$ cat src/verilog/fpc_consts.vh
`ifndef FPC_CONSTS_VH
`define FPC_CONSTS_VH
// Host port offsets
`define FPC_PORT_INDEX    3'h0
`define FPC_PORT_DATA     3'h1
`define FPC_PORT_DOR      3'h2
`define FPC_PORT_MSR      3'h4
`define FPC_PORT_FIFO     3'h5
`define FPC_PORT_DIR      3'h7
// Unlock and exit keys, highest config index
`define FPC_KEY_ENTER     8'h55
`define FPC_KEY_EXIT      8'haa
`define FPC_INDEX_MAX     8'h1f
// Configuration register indices
`define FPC_CR_POWER      5'h00
`define FPC_CR_LOCK       5'h01
`define FPC_CR_IFMODE     5'h03
`define FPC_CR_EXTDRV     5'h05
`define FPC_CR_DTYPE      5'h06
`define FPC_CR_AUTOPWR    5'h07
`define FPC_CR_RATETBL    5'h0b
`define FPC_CR_PARTID     5'h0d
`define FPC_CR_PARTREV    5'h0e
`define FPC_CR_KIND       5'h1f
// Power-up defaults
`define FPC_DEF_POWER     8'h28
`define FPC_DEF_LOCK      8'h90
`define FPC_DEF_IFMODE    8'h70
`define FPC_DEF_DTYPE     8'hff
`define FPC_DEF_ZERO      8'h00
// Writable masks
`define FPC_MASK_POWER    8'hac
`define FPC_MASK_IFMODE   8'h72
`define FPC_MASK_EXTDRV   8'h7c
`define FPC_MASK_AUTOPWR  8'h8f
// Field positions
`define FPC_BIT_CTRL_PWR  3
`define FPC_BIT_APD_EN    7
`define FPC_BIT_LOCK      7
`define FPC_BIT_DSR_PD    6
`define FPC_BIT_DSR_RST   7
`define FPC_BIT_DOR_RST_N 2
// Idle status value
`define FPC_MSR_IDLE      8'h80
// Idle interval
`define FPC_IDLE_MS       10
`define FPC_CLK_HZ        50000000
`define FPC_IDLE_CYCLES   ((`FPC_CLK_HZ / 1000) * `FPC_IDLE_MS)
`endif

$ cat src/verilog/fpc_power_config.v
`timescale 1ns/1ps
`default_nettype none
`include "fpc_consts.vh"
module fpc_power_config #(
  parameter [31:0] IDLE_CYCLES = `FPC_IDLE_CYCLES, // Idle interval in cycles
  parameter [7:0]  PART_ID     = 8'h5a,  // Arbitrary identity value
  parameter [7:0]  PART_REV    = 8'h01   // Arbitrary revision value
) (
  input  wire       sys_clk,          // 50 MHz clock
  input  wire       reset,            // Hardware reset pin, active high
  input  wire       power_on,         // Power-up reset, active high
  input  wire       chip_select_n,    // Chip select, active low
  input  wire       rd_n,             // Read strobe, active low
  input  wire       wr_n,             // Write strobe, active low
  input  wire [2:0] addr,             // Port offset
  input  wire [7:0] wdata,            // Host write data
  output reg  [7:0] rdata,            // Host read data
  output reg        rdata_oe,         // High while driving data bus
  input  wire [7:0] msr_in,           // Main status from command engine
  input  wire [7:0] fifo_in,          // FIFO read data from core
  input  wire [7:0] dir_in,           // Digital input value
  input  wire       core_int,         // Core interrupt level
  input  wire       core_drq,         // Core DMA request level
  input  wire       head_unloaded,    // Head unload timer expired
  input  wire       step_in,          // Core step
  input  wire       dir_step_in,      // Core direction
  input  wire       head_in,          // Core head select
  input  wire       dens_in,          // Core density select
  input  wire [1:0] rate_in,          // Core rate bits
  input  wire       wdat_in,          // Core write data
  input  wire       wgate_in,         // Core write enable
  output reg  [3:0] motor_enable_outs,// Motor enables
  output reg  [3:0] motor_enable_oe,  // Motor enable drive
  output reg  [3:0] drive_select_outs,// Drive selects
  output reg  [3:0] drive_select_oe,  // Drive select drive
  output reg        write_data_out,   // Write data
  output reg        write_data_oe,    // Write data drive
  output reg        write_gate_out,   // Write enable
  output reg        write_gate_oe,    // Write enable drive
  output reg        step_out,         // Step, always active
  output reg        direction_out,    // Direction, always active
  output reg        head_select_out,  // Head select, always active
  output reg        density_out,      // Density select, always active
  output reg  [1:0] rate_outs,        // Rate outputs, always active
  output reg        irq_out,          // Interrupt request
  output reg        dma_request_out,  // DMA request
  output reg        soft_reset_pulse, // Software reset to core
  output reg        auto_pd_reg,      // Auto powerdown state
  output reg        low_power_reg,    // Any low power state
  output reg        config_mode_reg,  // Configuration mode active
  output reg  [7:0] cfg_extdrv_reg,   // Extended drive setup
  output reg  [7:0] cfg_dtype_reg,    // Drive type table
  output reg  [7:0] cfg_rate_reg,     // Drive rate table
  output reg  [7:0] cfg_kind_reg      // Drive kind table
);
  localparam ST_RUN  = 3'b001;
  localparam ST_AUTO = 3'b010;
  localparam ST_DSR  = 3'b100;

  reg  [2:0]  state_reg;
  reg  [7:0]  dor_reg;
  reg  [7:0]  cfg_power_reg;
  reg  [7:0]  cfg_lock_reg;
  reg  [7:0]  cfg_ifmode_reg;
  reg  [7:0]  cfg_auto_reg;
  reg  [4:0]  index_reg;
  reg         key_seen_reg;
  reg  [31:0] idle_cnt_reg;
  reg         idle_done_reg;
  reg         rd_d_reg;
  reg         wr_d_reg;
  reg         apd_en_d_reg;

  // Single strobe per host cycle: act on the falling edge of the strobe
  wire cs      = ~chip_select_n;
  wire rd_edge = cs & ~rd_n & ~rd_d_reg;
  wire wr_edge = cs & ~wr_n & ~wr_d_reg;
  wire apd_en  = cfg_auto_reg[`FPC_BIT_APD_EN];
  wire lock_ok = cfg_lock_reg[`FPC_BIT_LOCK];
  wire idx_wr  = wr_edge & (addr == `FPC_PORT_INDEX);
  wire dat_acc = cs & (addr == `FPC_PORT_DATA) & config_mode_reg &
                 lock_ok;
  wire dsr_wr  = wr_edge & (addr == `FPC_PORT_MSR);
  wire dor_wr  = wr_edge & (addr == `FPC_PORT_DOR);
  wire soft_rst = (dsr_wr & wdata[`FPC_BIT_DSR_RST]) |
                  (dor_wr & ~wdata[`FPC_BIT_DOR_RST_N]);
  // Waking accesses; plain DRIVE_OUTPUT_REG/DSR writes and other ports do not wake
  wire wake = (dor_wr & |wdata[7:4]) | soft_rst |
              (rd_edge & (addr == `FPC_PORT_MSR)) |
              ((rd_edge | wr_edge) & (addr == `FPC_PORT_FIFO));
  wire touch = (rd_edge & (addr == `FPC_PORT_MSR)) |
               ((rd_edge | wr_edge) & (addr == `FPC_PORT_FIFO));
  wire idle_ok = apd_en & (dor_reg[7:4] == 4'h0) &
                 (msr_in == `FPC_MSR_IDLE) & ~core_int &
                 head_unloaded & idle_done_reg;
  wire direct_lp = ~cfg_power_reg[`FPC_BIT_CTRL_PWR];
  wire pd_now = (state_reg != ST_RUN) | direct_lp;
  wire [7:0] cfg_rd;

  // Strobe history for edge detection
  always @(posedge sys_clk) begin
    if (reset) begin
      rd_d_reg <= 1'b0;
      wr_d_reg <= 1'b0;
    end else begin
      rd_d_reg <= cs & ~rd_n;
      wr_d_reg <= cs & ~wr_n;
    end
  end

  // Unlock, index and exit sequencing; any other write breaks the pair
  always @(posedge sys_clk) begin
    if (reset) begin
      config_mode_reg <= 1'b0;
      key_seen_reg    <= 1'b0;
      index_reg       <= 5'h00;
    end else if (idx_wr) begin
      if (!config_mode_reg) begin
        if (wdata == `FPC_KEY_ENTER) begin
          key_seen_reg    <= ~key_seen_reg;
          config_mode_reg <= key_seen_reg;
        end else begin
          key_seen_reg <= 1'b0;
        end
      end else if (wdata == `FPC_KEY_EXIT) begin
        config_mode_reg <= 1'b0;
      end else if (wdata <= `FPC_INDEX_MAX) begin
        index_reg <= wdata[4:0];
      end
    end else if (wr_edge) begin
      key_seen_reg <= 1'b0;
    end
  end

  // Configuration registers: full defaults at power-up only; the reset pin restores the lock and auto enable bits
  always @(posedge sys_clk) begin
    if (power_on) begin
      cfg_power_reg  <= `FPC_DEF_POWER;
      cfg_lock_reg   <= `FPC_DEF_LOCK;
      cfg_ifmode_reg <= `FPC_DEF_IFMODE;
      cfg_extdrv_reg <= `FPC_DEF_ZERO;
      cfg_dtype_reg  <= `FPC_DEF_DTYPE;
      cfg_auto_reg   <= `FPC_DEF_ZERO;
      cfg_rate_reg   <= `FPC_DEF_ZERO;
      cfg_kind_reg   <= `FPC_DEF_ZERO;
    end else if (reset) begin
      // Only the lock and auto enable bits react to the reset pin
      cfg_lock_reg[`FPC_BIT_LOCK]   <= 1'b1;
      cfg_auto_reg[`FPC_BIT_APD_EN] <= 1'b0;
    end else if (dat_acc & wr_edge) begin
      case (index_reg)
        `FPC_CR_POWER:
          cfg_power_reg <= wdata & `FPC_MASK_POWER;
        `FPC_CR_LOCK:
          cfg_lock_reg <= {wdata[7] & lock_ok, 7'h10};
        `FPC_CR_IFMODE:
          cfg_ifmode_reg <= wdata & `FPC_MASK_IFMODE;
        `FPC_CR_EXTDRV:
          cfg_extdrv_reg <= wdata & `FPC_MASK_EXTDRV;
        `FPC_CR_DTYPE:
          cfg_dtype_reg <= wdata;
        `FPC_CR_AUTOPWR:
          cfg_auto_reg <= wdata & `FPC_MASK_AUTOPWR;
        `FPC_CR_RATETBL:
          cfg_rate_reg <= wdata;
        `FPC_CR_KIND:
          cfg_kind_reg <= wdata;
        default:
          cfg_kind_reg <= cfg_kind_reg;                  // Reserved: ignore
      endcase
    end
  end

  // Configuration read mux; reserved and test registers read zero
  assign cfg_rd = (index_reg == `FPC_CR_POWER)   ? cfg_power_reg  :
                  (index_reg == `FPC_CR_LOCK)    ? cfg_lock_reg   :
                  (index_reg == `FPC_CR_IFMODE)  ? cfg_ifmode_reg :
                  (index_reg == `FPC_CR_EXTDRV)  ? cfg_extdrv_reg :
                  (index_reg == `FPC_CR_DTYPE)   ? cfg_dtype_reg  :
                  (index_reg == `FPC_CR_AUTOPWR) ? cfg_auto_reg   :
                  (index_reg == `FPC_CR_RATETBL) ? cfg_rate_reg   :
                  (index_reg == `FPC_CR_PARTID)  ? PART_ID        :
                  (index_reg == `FPC_CR_PARTREV) ? PART_REV       :
                  (index_reg == `FPC_CR_KIND)    ? cfg_kind_reg   :
                  `FPC_DEF_ZERO;

  // Drive output register: served even while powered down
  always @(posedge sys_clk) begin
    if (reset)
      dor_reg <= 8'h00;
    else if (dor_wr)
      dor_reg <= wdata;
  end

  // Host read data; config data only in unlocked config mode
  always @(posedge sys_clk) begin
    if (reset) begin
      rdata    <= 8'h00;
      rdata_oe <= 1'b0;
    end else begin
      rdata_oe <= cs & ~rd_n & (addr != `FPC_PORT_INDEX);
      case (addr)
        `FPC_PORT_DATA: rdata <= dat_acc ? cfg_rd : 8'h00;
        `FPC_PORT_DOR:  rdata <= dor_reg;
        `FPC_PORT_MSR:  rdata <= msr_in;
        `FPC_PORT_FIFO: rdata <= fifo_in;
        `FPC_PORT_DIR:  rdata <= dir_in;
        default:        rdata <= 8'h00;
      endcase
    end
  end

  // Idle counter counts up from zero; any restart forces a full fresh count
  always @(posedge sys_clk) begin
    if (reset) begin
      idle_cnt_reg  <= 32'h00000000;
      idle_done_reg <= 1'b0;
      apd_en_d_reg  <= 1'b0;
    end else begin
      apd_en_d_reg <= apd_en;
      if (!apd_en) begin
        idle_cnt_reg  <= 32'h00000000;
        idle_done_reg <= 1'b0;
      end else if ((apd_en & ~apd_en_d_reg) | touch | wake) begin
        idle_cnt_reg  <= 32'h00000000;
        idle_done_reg <= 1'b0;
      end else if (idle_cnt_reg >= IDLE_CYCLES - 32'h1) begin
        idle_done_reg <= 1'b1;
      end else begin
        idle_cnt_reg <= idle_cnt_reg + 32'h1;
      end
    end
  end

  // Power state machine; reset wake restarts the core, access wake keeps it
  always @(posedge sys_clk) begin
    if (reset) begin
      state_reg        <= ST_RUN;
      soft_reset_pulse <= 1'b0;
    end else begin
      soft_reset_pulse <= soft_rst;
      case (state_reg)
        ST_RUN: begin
          if (dsr_wr & wdata[`FPC_BIT_DSR_PD] & ~soft_rst)
            state_reg <= ST_DSR;
          else if (idle_ok & ~wake & ~touch)
            state_reg <= ST_AUTO;
        end
        ST_AUTO: begin
          if (dsr_wr & wdata[`FPC_BIT_DSR_PD] & ~soft_rst)
            state_reg <= ST_DSR;
          else if (wake | ~apd_en)
            state_reg <= ST_RUN;
        end
        ST_DSR: begin
          // Leaving rate-select powerdown re-arms the auto conditions
          if (soft_rst)
            state_reg <= ST_RUN;
        end
        default: state_reg <= ST_RUN;
      endcase
    end
  end

  // Drive pins: motor, select, write lines released in powerdown
  always @(posedge sys_clk) begin
    if (reset) begin
      motor_enable_outs <= 4'h0;
      motor_enable_oe   <= 4'h0;
      drive_select_outs <= 4'h0;
      drive_select_oe   <= 4'h0;
      write_data_out    <= 1'b0;
      write_data_oe     <= 1'b0;
      write_gate_out    <= 1'b0;
      write_gate_oe     <= 1'b0;
      step_out          <= 1'b0;
      direction_out     <= 1'b0;
      head_select_out   <= 1'b0;
      density_out       <= 1'b0;
      rate_outs         <= 2'b00;
      irq_out           <= 1'b0;
      dma_request_out   <= 1'b0;
      auto_pd_reg       <= 1'b0;
      low_power_reg     <= 1'b0;
    end else begin
      motor_enable_outs <= dor_reg[7:4];
      motor_enable_oe   <= {4{~pd_now}};
      drive_select_outs <= 4'h1 << dor_reg[1:0];
      drive_select_oe   <= {4{~pd_now}};
      write_data_out    <= wdat_in;
      write_data_oe     <= ~pd_now;
      write_gate_out    <= wgate_in & ~pd_now;
      write_gate_oe     <= ~pd_now;
      step_out          <= step_in;
      direction_out     <= dir_step_in;
      head_select_out   <= head_in;
      density_out       <= dens_in;
      rate_outs         <= rate_in;
      irq_out           <= core_int & ~pd_now;
      dma_request_out   <= core_drq & ~pd_now;
      auto_pd_reg       <= (state_reg == ST_AUTO);
      low_power_reg     <= pd_now;
    end
  end
endmodule
`default_nettype wire
$ cat config.mk
export PLATFORM = sky130hd
export DESIGN_NAME = fpc_power_config
export DESIGN_NICKNAME = d
export VERILOG_FILES = /design/src/verilog/fpc_power_config.v
export VERILOG_INCLUDE_DIRS = /design/src /design/src/verilog
export SDC_FILE = /design/constraint.sdc
export NUM_CORES = 1
export LEC_CHECK = 0
export BUFFER_PORTS_ARGS = -buffer_cell sky130_fd_sc_hd__buf_2
export CELL_PAD_IN_SITES_DETAIL_PLACEMENT = 2
export CELL_PAD_IN_SITES_GLOBAL_PLACEMENT = 2
export CORE_MARGIN = 5
export CORE_UTILIZATION = 34
export DETAILED_ROUTE_END_ITERATION = 8
export PLACE_DENSITY_LB_ADDON = 0.1
export SYNTH_ARGS = -nofsm -noshare
export SYNTH_HDL_FRONTEND = slang
export SYNTH_SLANG_ARGS = --single-unit
export TNS_END_PERCENT = 50
$ cat constraint.sdc
create_clock -name sys_clk -period 5.5 [get_ports sys_clk]
set_clock_uncertainty 0.2 [all_clocks]
set_input_delay 0.275 -clock sys_clk [delete_from_list [all_inputs] [get_ports sys_clk]]
set_output_delay 0.275 -clock sys_clk [all_outputs]
set_load 0.005 [all_outputs]
# Word level (Yosys, flattened, before mapping)
# Cells that the tools add are included.
[word_totals]
regBits = 129
elab_cells = 169
[op_classes]
n_addsub = 1
n_lt_le_gt_ge = 2
n_shift = 1
eq_ne = 25
n_reduce_logical = 20
muxes = 25
bitwise = 58
[op_table]
columns = ["op", "count"]
rows = [
  ["$mux W8", 11],
  ["$pmux W8 S5", 1],
  ["$add A32 B1 Y32 const B", 1],
  ["$ge A32 B19 Y1 const B", 1],
  ["$and A1 B1 Y1", 31],
  ["$reduce_and A3 Y1", 8],
  ["$not A1 Y1", 17],
  ["$eq A8 B8 Y1 const B", 2],
  ["$eq A5 B3 Y1 const B", 3],
  ["$eq A5 B4 Y1 const B", 3],
  ["$mux W3", 5],
  ["$eq A3 B3 Y1 const B", 4],
  ["$or A1 B1 Y1", 10],
  ["$pmux W3 S3", 1],
  ["$eq A8 B7 Y1 const B", 1],
  ["$le A8 B5 Y1 const B", 1],
  ["$mux W1", 7],
  ["$eq A3 B1 Y1 const B", 2],
  ["$eq A3 B2 Y1 const B", 2],
  ["$ne A3 B3 Y1 const B", 2],
  ["$reduce_and A2 Y1", 3],
  ["$eq A5 B1 Y1 const B", 1],
  ["$eq A5 B2 Y1 const B", 1],
  ["$eq A5 B5 Y1 const B", 1],
  ["12 further kinds", 13],
]

# Longest topological paths before layout
[logic_depth]
word_depth = 15
ltp_mapped = 8

# Worst setup path before layout
# OpenSTA, ideal clock, no wires.
[synth_timing]
path_kind = "input to register"
startpoint = "in addr[2]"
endpoint = "reg idle_cnt_reg[13]"
path_stages = 7
slack_ns = 3.365
n_path_buf = 2
t_arrival_ns = 1.820
path_cell_list = "buf_2 > or3b_2 > a211o_1 > o2111a_1 > clkbuf_1 > o311a_1 > a31o_1"
[synth_between]
elab_chain_len = 9
elab_cells_between_ends = 18
cone_classes = "eq/ne (3); bitwise (14); reduce/logical (1)"
[synth_lines]
columns = ["element", "line", "text"]
rows = [
  ["from (decl)", "fpc_power_config.v:15", "input wire [2:0] addr,"],
  ["$eq A3 B3 Y1 / $eq A3 B2 Y1 (equally long branches)", "-", ""],
  ["$and A1 B1 Y1, on equally long branches", "fpc_power_config.v:83, fpc_power_config.v:84", ""],
  ["$and A1 B1 Y1, on equally long branches", "fpc_power_config.v:85, fpc_power_config.v:86", ""],
  ["$or A1 B1 Y1", "fpc_power_config.v:85", "wire soft_rst = (dsr_wr & wdata[`FPC_BIT_DSR_RST]) |"],
  ["$or A1 B1 Y1 (3 in a row)", "fpc_power_config.v:88", "wire wake = (dor_wr & |wdata[7:4]) | soft_rst |"],
  ["$or A1 B1 Y1 *", "fpc_power_config.v:224", "end else if ((apd_en & ~apd_en_d_reg) | touch | wake) begin"],
  ["$reduce_or A3 Y1 (no line) *", "-", ""],
  ["to (signal assigned)", "fpc_power_config.v:230", "idle_cnt_reg <= idle_cnt_reg + 32'h1;"],
  ["to (decl)", "fpc_power_config.v:68", "reg [31:0] idle_cnt_reg;"],
]
# Every way passes the cells marked *; elsewhere a longest branch is shown, timed or not.
# A chain may end at the register's enable or synchronous reset.

# Final worst setup path
[layout_timing]
startpoint = "in wr_n"
endpoint = "reg idle_cnt_reg[13]"
[layout_between]
elab_chain_len = 11
elab_cells_between_ends = 18
cone_classes = "bitwise (17); reduce/logical (1)"
[layout_lines]
columns = ["element", "line", "text"]
rows = [
  ["from (decl)", "fpc_power_config.v:14", "input wire wr_n,"],
  ["$not A1 Y1 *", "fpc_power_config.v:77", "wire wr_edge = cs & ~wr_n & ~wr_d_reg;"],
  ["$and A1 B1 Y1 * (2 in a row)", "fpc_power_config.v:77", ""],
  ["$and A1 B1 Y1, on equally long branches", "fpc_power_config.v:83, fpc_power_config.v:84", ""],
  ["$and A1 B1 Y1, on equally long branches", "fpc_power_config.v:85, fpc_power_config.v:86", ""],
  ["$or A1 B1 Y1", "fpc_power_config.v:85", ""],
  ["$or A1 B1 Y1 (3 in a row)", "fpc_power_config.v:88", ""],
  ["$or A1 B1 Y1 *", "fpc_power_config.v:224", ""],
  ["$reduce_or A3 Y1 (no line) *", "-", ""],
]
# Marked as above.

==> results.tsv <==
stage	metric	value	unit
status	status	complete, no violations	
yosys	synth_cells	686	
place	dpl.hpwl	15500	um
power_and_ir_drop	p_leak	2.73	nW
die	rows	47	
detailed_routing	drtIter0Drc	306	
die	num_io_pins	125	
worst_setup_path	reg2regPathDepth	5	
power_and_ir_drop	p_clk_share	50.4	%
detailed_routing	dr_wl_met2	10500	um
grt	grt_pass1_vias	5924	
clock_network	cts_tree	done	
yosys	yosys_register_bits	128	
timing	final_max_slew_viol_count	0	
final_layout	diodes	0	
die	die_h	141	um
clock_network	numCtsBuffers	17	
yosys	synth_ff_type	dfxtp_1	
detailed_routing	drtAntennaViolNets	0	
detailed_routing	m1WireLength	9390	um
timing	fmaxAchievable	0.346	GHz
worst_setup_path	cp_max_fo	22	
place	io_buffers	121	
yosys	async_reset_ff_share	0	%
power_and_ir_drop	ir_drop	0.000207	V
yosys	synth_enable_flop_cells	0	
power_and_ir_drop	switching_share	21.9	%
detailed_routing	vias	5553	
timing	hold_viol	0	
yosys	synth_top_cell_by_area	dfxtp_1	
worst_setup_path	crit_arrival	2.99	ns
grt	grt-ovfl-total	0	
worst_hold_path	min_path_type	input port to flop	
yosys	ys_seq_area_share	43.9	%
detailed_routing	routedWlPerCell	20.9	um
clock_network	clockBufferDepth	2	
timing	rsz0062_at_grt	false	
power_and_ir_drop	p_seq_share	44.2	%
detailed_routing	via_per_inst	5.48	
grt	antenna_found_initial	1	
worst_setup_path	critical_path_class	input port to flop	
place	place.gp.congestion	0.904	
yosys	yosysMostFrequentCell	dfxtp_1	
grt	grt_first_pass_wirelength	33400	um
final_layout	largest_reg_flops	32	
worst_setup_path	r2r_start	index_reg[2]	
die	die-area	19900	um^2
worst_setup_path	cp-endpoint	idle_cnt_reg[13]	
power_and_ir_drop	power.switching	0.467	mW
yosys	yosys_warnings	0	
clock_network	post-cts-setup-buffers	0	
die	initial_core_util	34.9	%
detailed_routing	wl_met3	918	um
timing	hold_ws	0.0415	ns
power_and_ir_drop	powerDensity	299	nW/um^2
worst_setup_path	rrSetupSlack	2.79	ns
timing	max_slew.worst_pin.slew	1.26	ns
detailed_routing	drc	0	
yosys	synthTopCellsByArea	dfxtp_1 44%, nand2_1 5.0%, a21oi_1 4.5%	
timing	timing.final.crit_share	52.5	%
power_and_ir_drop	power.internal	1.66	mW
clock_network	path_clk_slew	0.05	ns
yosys	syn-cell-area	5830	um^2
yosys	synth_commonest_cells	128 x dfxtp_1, 78 x nand2_1, 52 x a21oi_1, 51 x nand3_1, 46 x nor2_1	
worst_setup_path	startpoint	wr_n	
clock_network	cts_sinks	128	
yosys	synth_cell_types	69	
yosys	avgSynthCellArea	8.50	um^2
grt	grt_max_degree	45	
job	drv_cap	0	
final_layout	synthToLayoutAreaGrowth	22.3	%
final_layout	final_util	42.7	%
die	coreArea	16700	um^2
worst_setup_path	startpoint_type	input port	
timing	finalWorstPathRequiredPeriod	2.89	ns
worst_hold_path	hold_depth	3	
yosys	netlist.area_leader.share	43.9	%
clock_network	cts_root_buf	clkbuf_16	
worst_setup_path	r2r-end	cfg_dtype_reg[3]	
detailed_routing	wirelength	21200	um
die	die_w	141	um
worst_setup_path	crit_required	5.60	ns
timing	slew_headroom	15.7	%
detailed_routing	dr.pass1.iters	4	
worst_setup_path	endpoint_kind	flop	
detailed_routing	top_layer_used	met5	
timing	setup_tns	0	ns
grt	grt.total_usage	21.4	%
clock_network	clk_latency	0.42	ns
clock_network	cts_max_level	4	
final_layout	drive_above_1_share	21.9	%
power_and_ir_drop	p_comb_share	5.4	%
final_layout	nets	836	
timing	setup_viol	0	
metal layers:
layer / GRT usage [%] / up-vias
li1: - / 2644
met1: 26.6 / 2770
met2: 36.8 / 115
met3: 5.01 / 22
met4: 6.88 / 2
met5: 0 / -
power by group through the flow:
stage | clock network (mW) | registers, mW | logic [mW]
finish | 1.07 | 0.941 | 0.116
floorplan | 0 | 0.961 | 0.0592
global route | 1.14 | 0.941 | 0.124
CTS | 1.10 | 0.940 | 0.117
detailed placement | 0 | 0.960 | 0.108
global placement | 0 | 0.960 | 0.105
area by class of cell:
| cell class | instances | area, um^2 |
|---|---|---|
| Clock buffer | 22 | 464 |
| Clock inverter | 7 | 87.6 |
| Fill cell | 1891 | 9570 |
| Inverter | 9 | 33.8 |
| Multi-Input combinational cell | 488 | 2930 |
| Sequential cell | 128 | 2560 |
| Tap cell | 220 | 275 |
| Timing Repair Buffer | 139 | 776 |
through the flow:
step                instances  power [mW]  setup WS [ns]  instance area [um^2]
floorplan                 688        1.02           3.36                  5840
global placement          970        1.06           2.72                  6440
detailed placement        970        1.07           2.51                  6440
CTS                      1013        2.16           2.61                  7130
global route             1013        2.21           2.53                  7130
finish                   1013        2.13           2.61                  7130
how the worst min path moves through the flow:
stage,start,slack [ns],to
2_1_floorplan,wr_n,0.15,wr_d_reg
3_3_place_gp,idle_cnt_reg[20],0.24,idle_cnt_reg[20]
3_5_place_dp,idle_cnt_reg[27],0.25,idle_cnt_reg[27]
4_1_cts,wdata[5],0.02,dor_reg[5]
5_1_grt,wdata[5],0.03,dor_reg[5]
6_report,wdata[5],0.04,dor_reg[5]
cells by family after synthesis:
family	after synthesis	share of synthesized area (%)
compound gates	132	15.2
xor+xnor	10	1.50
fa+ha+maj	1	0.214
buf+inv	72	5.92
flops	128	43.9
mux	23	4.12
other cells	1	0.0643
simple gates	319	29.1
cell usage in the layout (no fill, tap or decap), types with 8 or more instances in the layout:
| cell type | count |
|---|---|
| buf_2 | 121 |
| o21ai_0 | 11 |
| nand3b_1 | 14 |
| xnor2_1 | 9 |
| nor2b_1 | 16 |
| nor4_1 | 14 |
| dlygate4sd3_1 | 14 |
| dfxtp_1 | 128 |
| mux2_2 | 8 |
| nor3_1 | 22 |
| and2_1 | 22 |
| a22o_1 | 8 |
| nand4_1 | 9 |
| nand2b_1 | 8 |
| clkbuf_16 | 17 |
| a31oi_1 | 8 |
| mux2i_1 | 15 |
| a21oi_1 | 52 |
| nand2_1 | 78 |
| inv_1 | 9 |
| nor2_1 | 46 |
| nand3_1 | 51 |
worst max-delay path, stage by stage:
cell and delay [ns]:
dlygate4sd3_1 0.54, buf_2 0.15, nor3_1 0.54, nand2_1 0.44, o2111a_1 0.62, o311a_1 0.25, a31o_1 0.18
timing repair:
| action | in CTS | in global routing |
|---|---|---|
| gates resized for setup | 0 | 0 |
| hold buffers | 14 | 0 |
| endpoints found under the hold margin | 13 | 0 |
(Power assumes the default switching activity.)
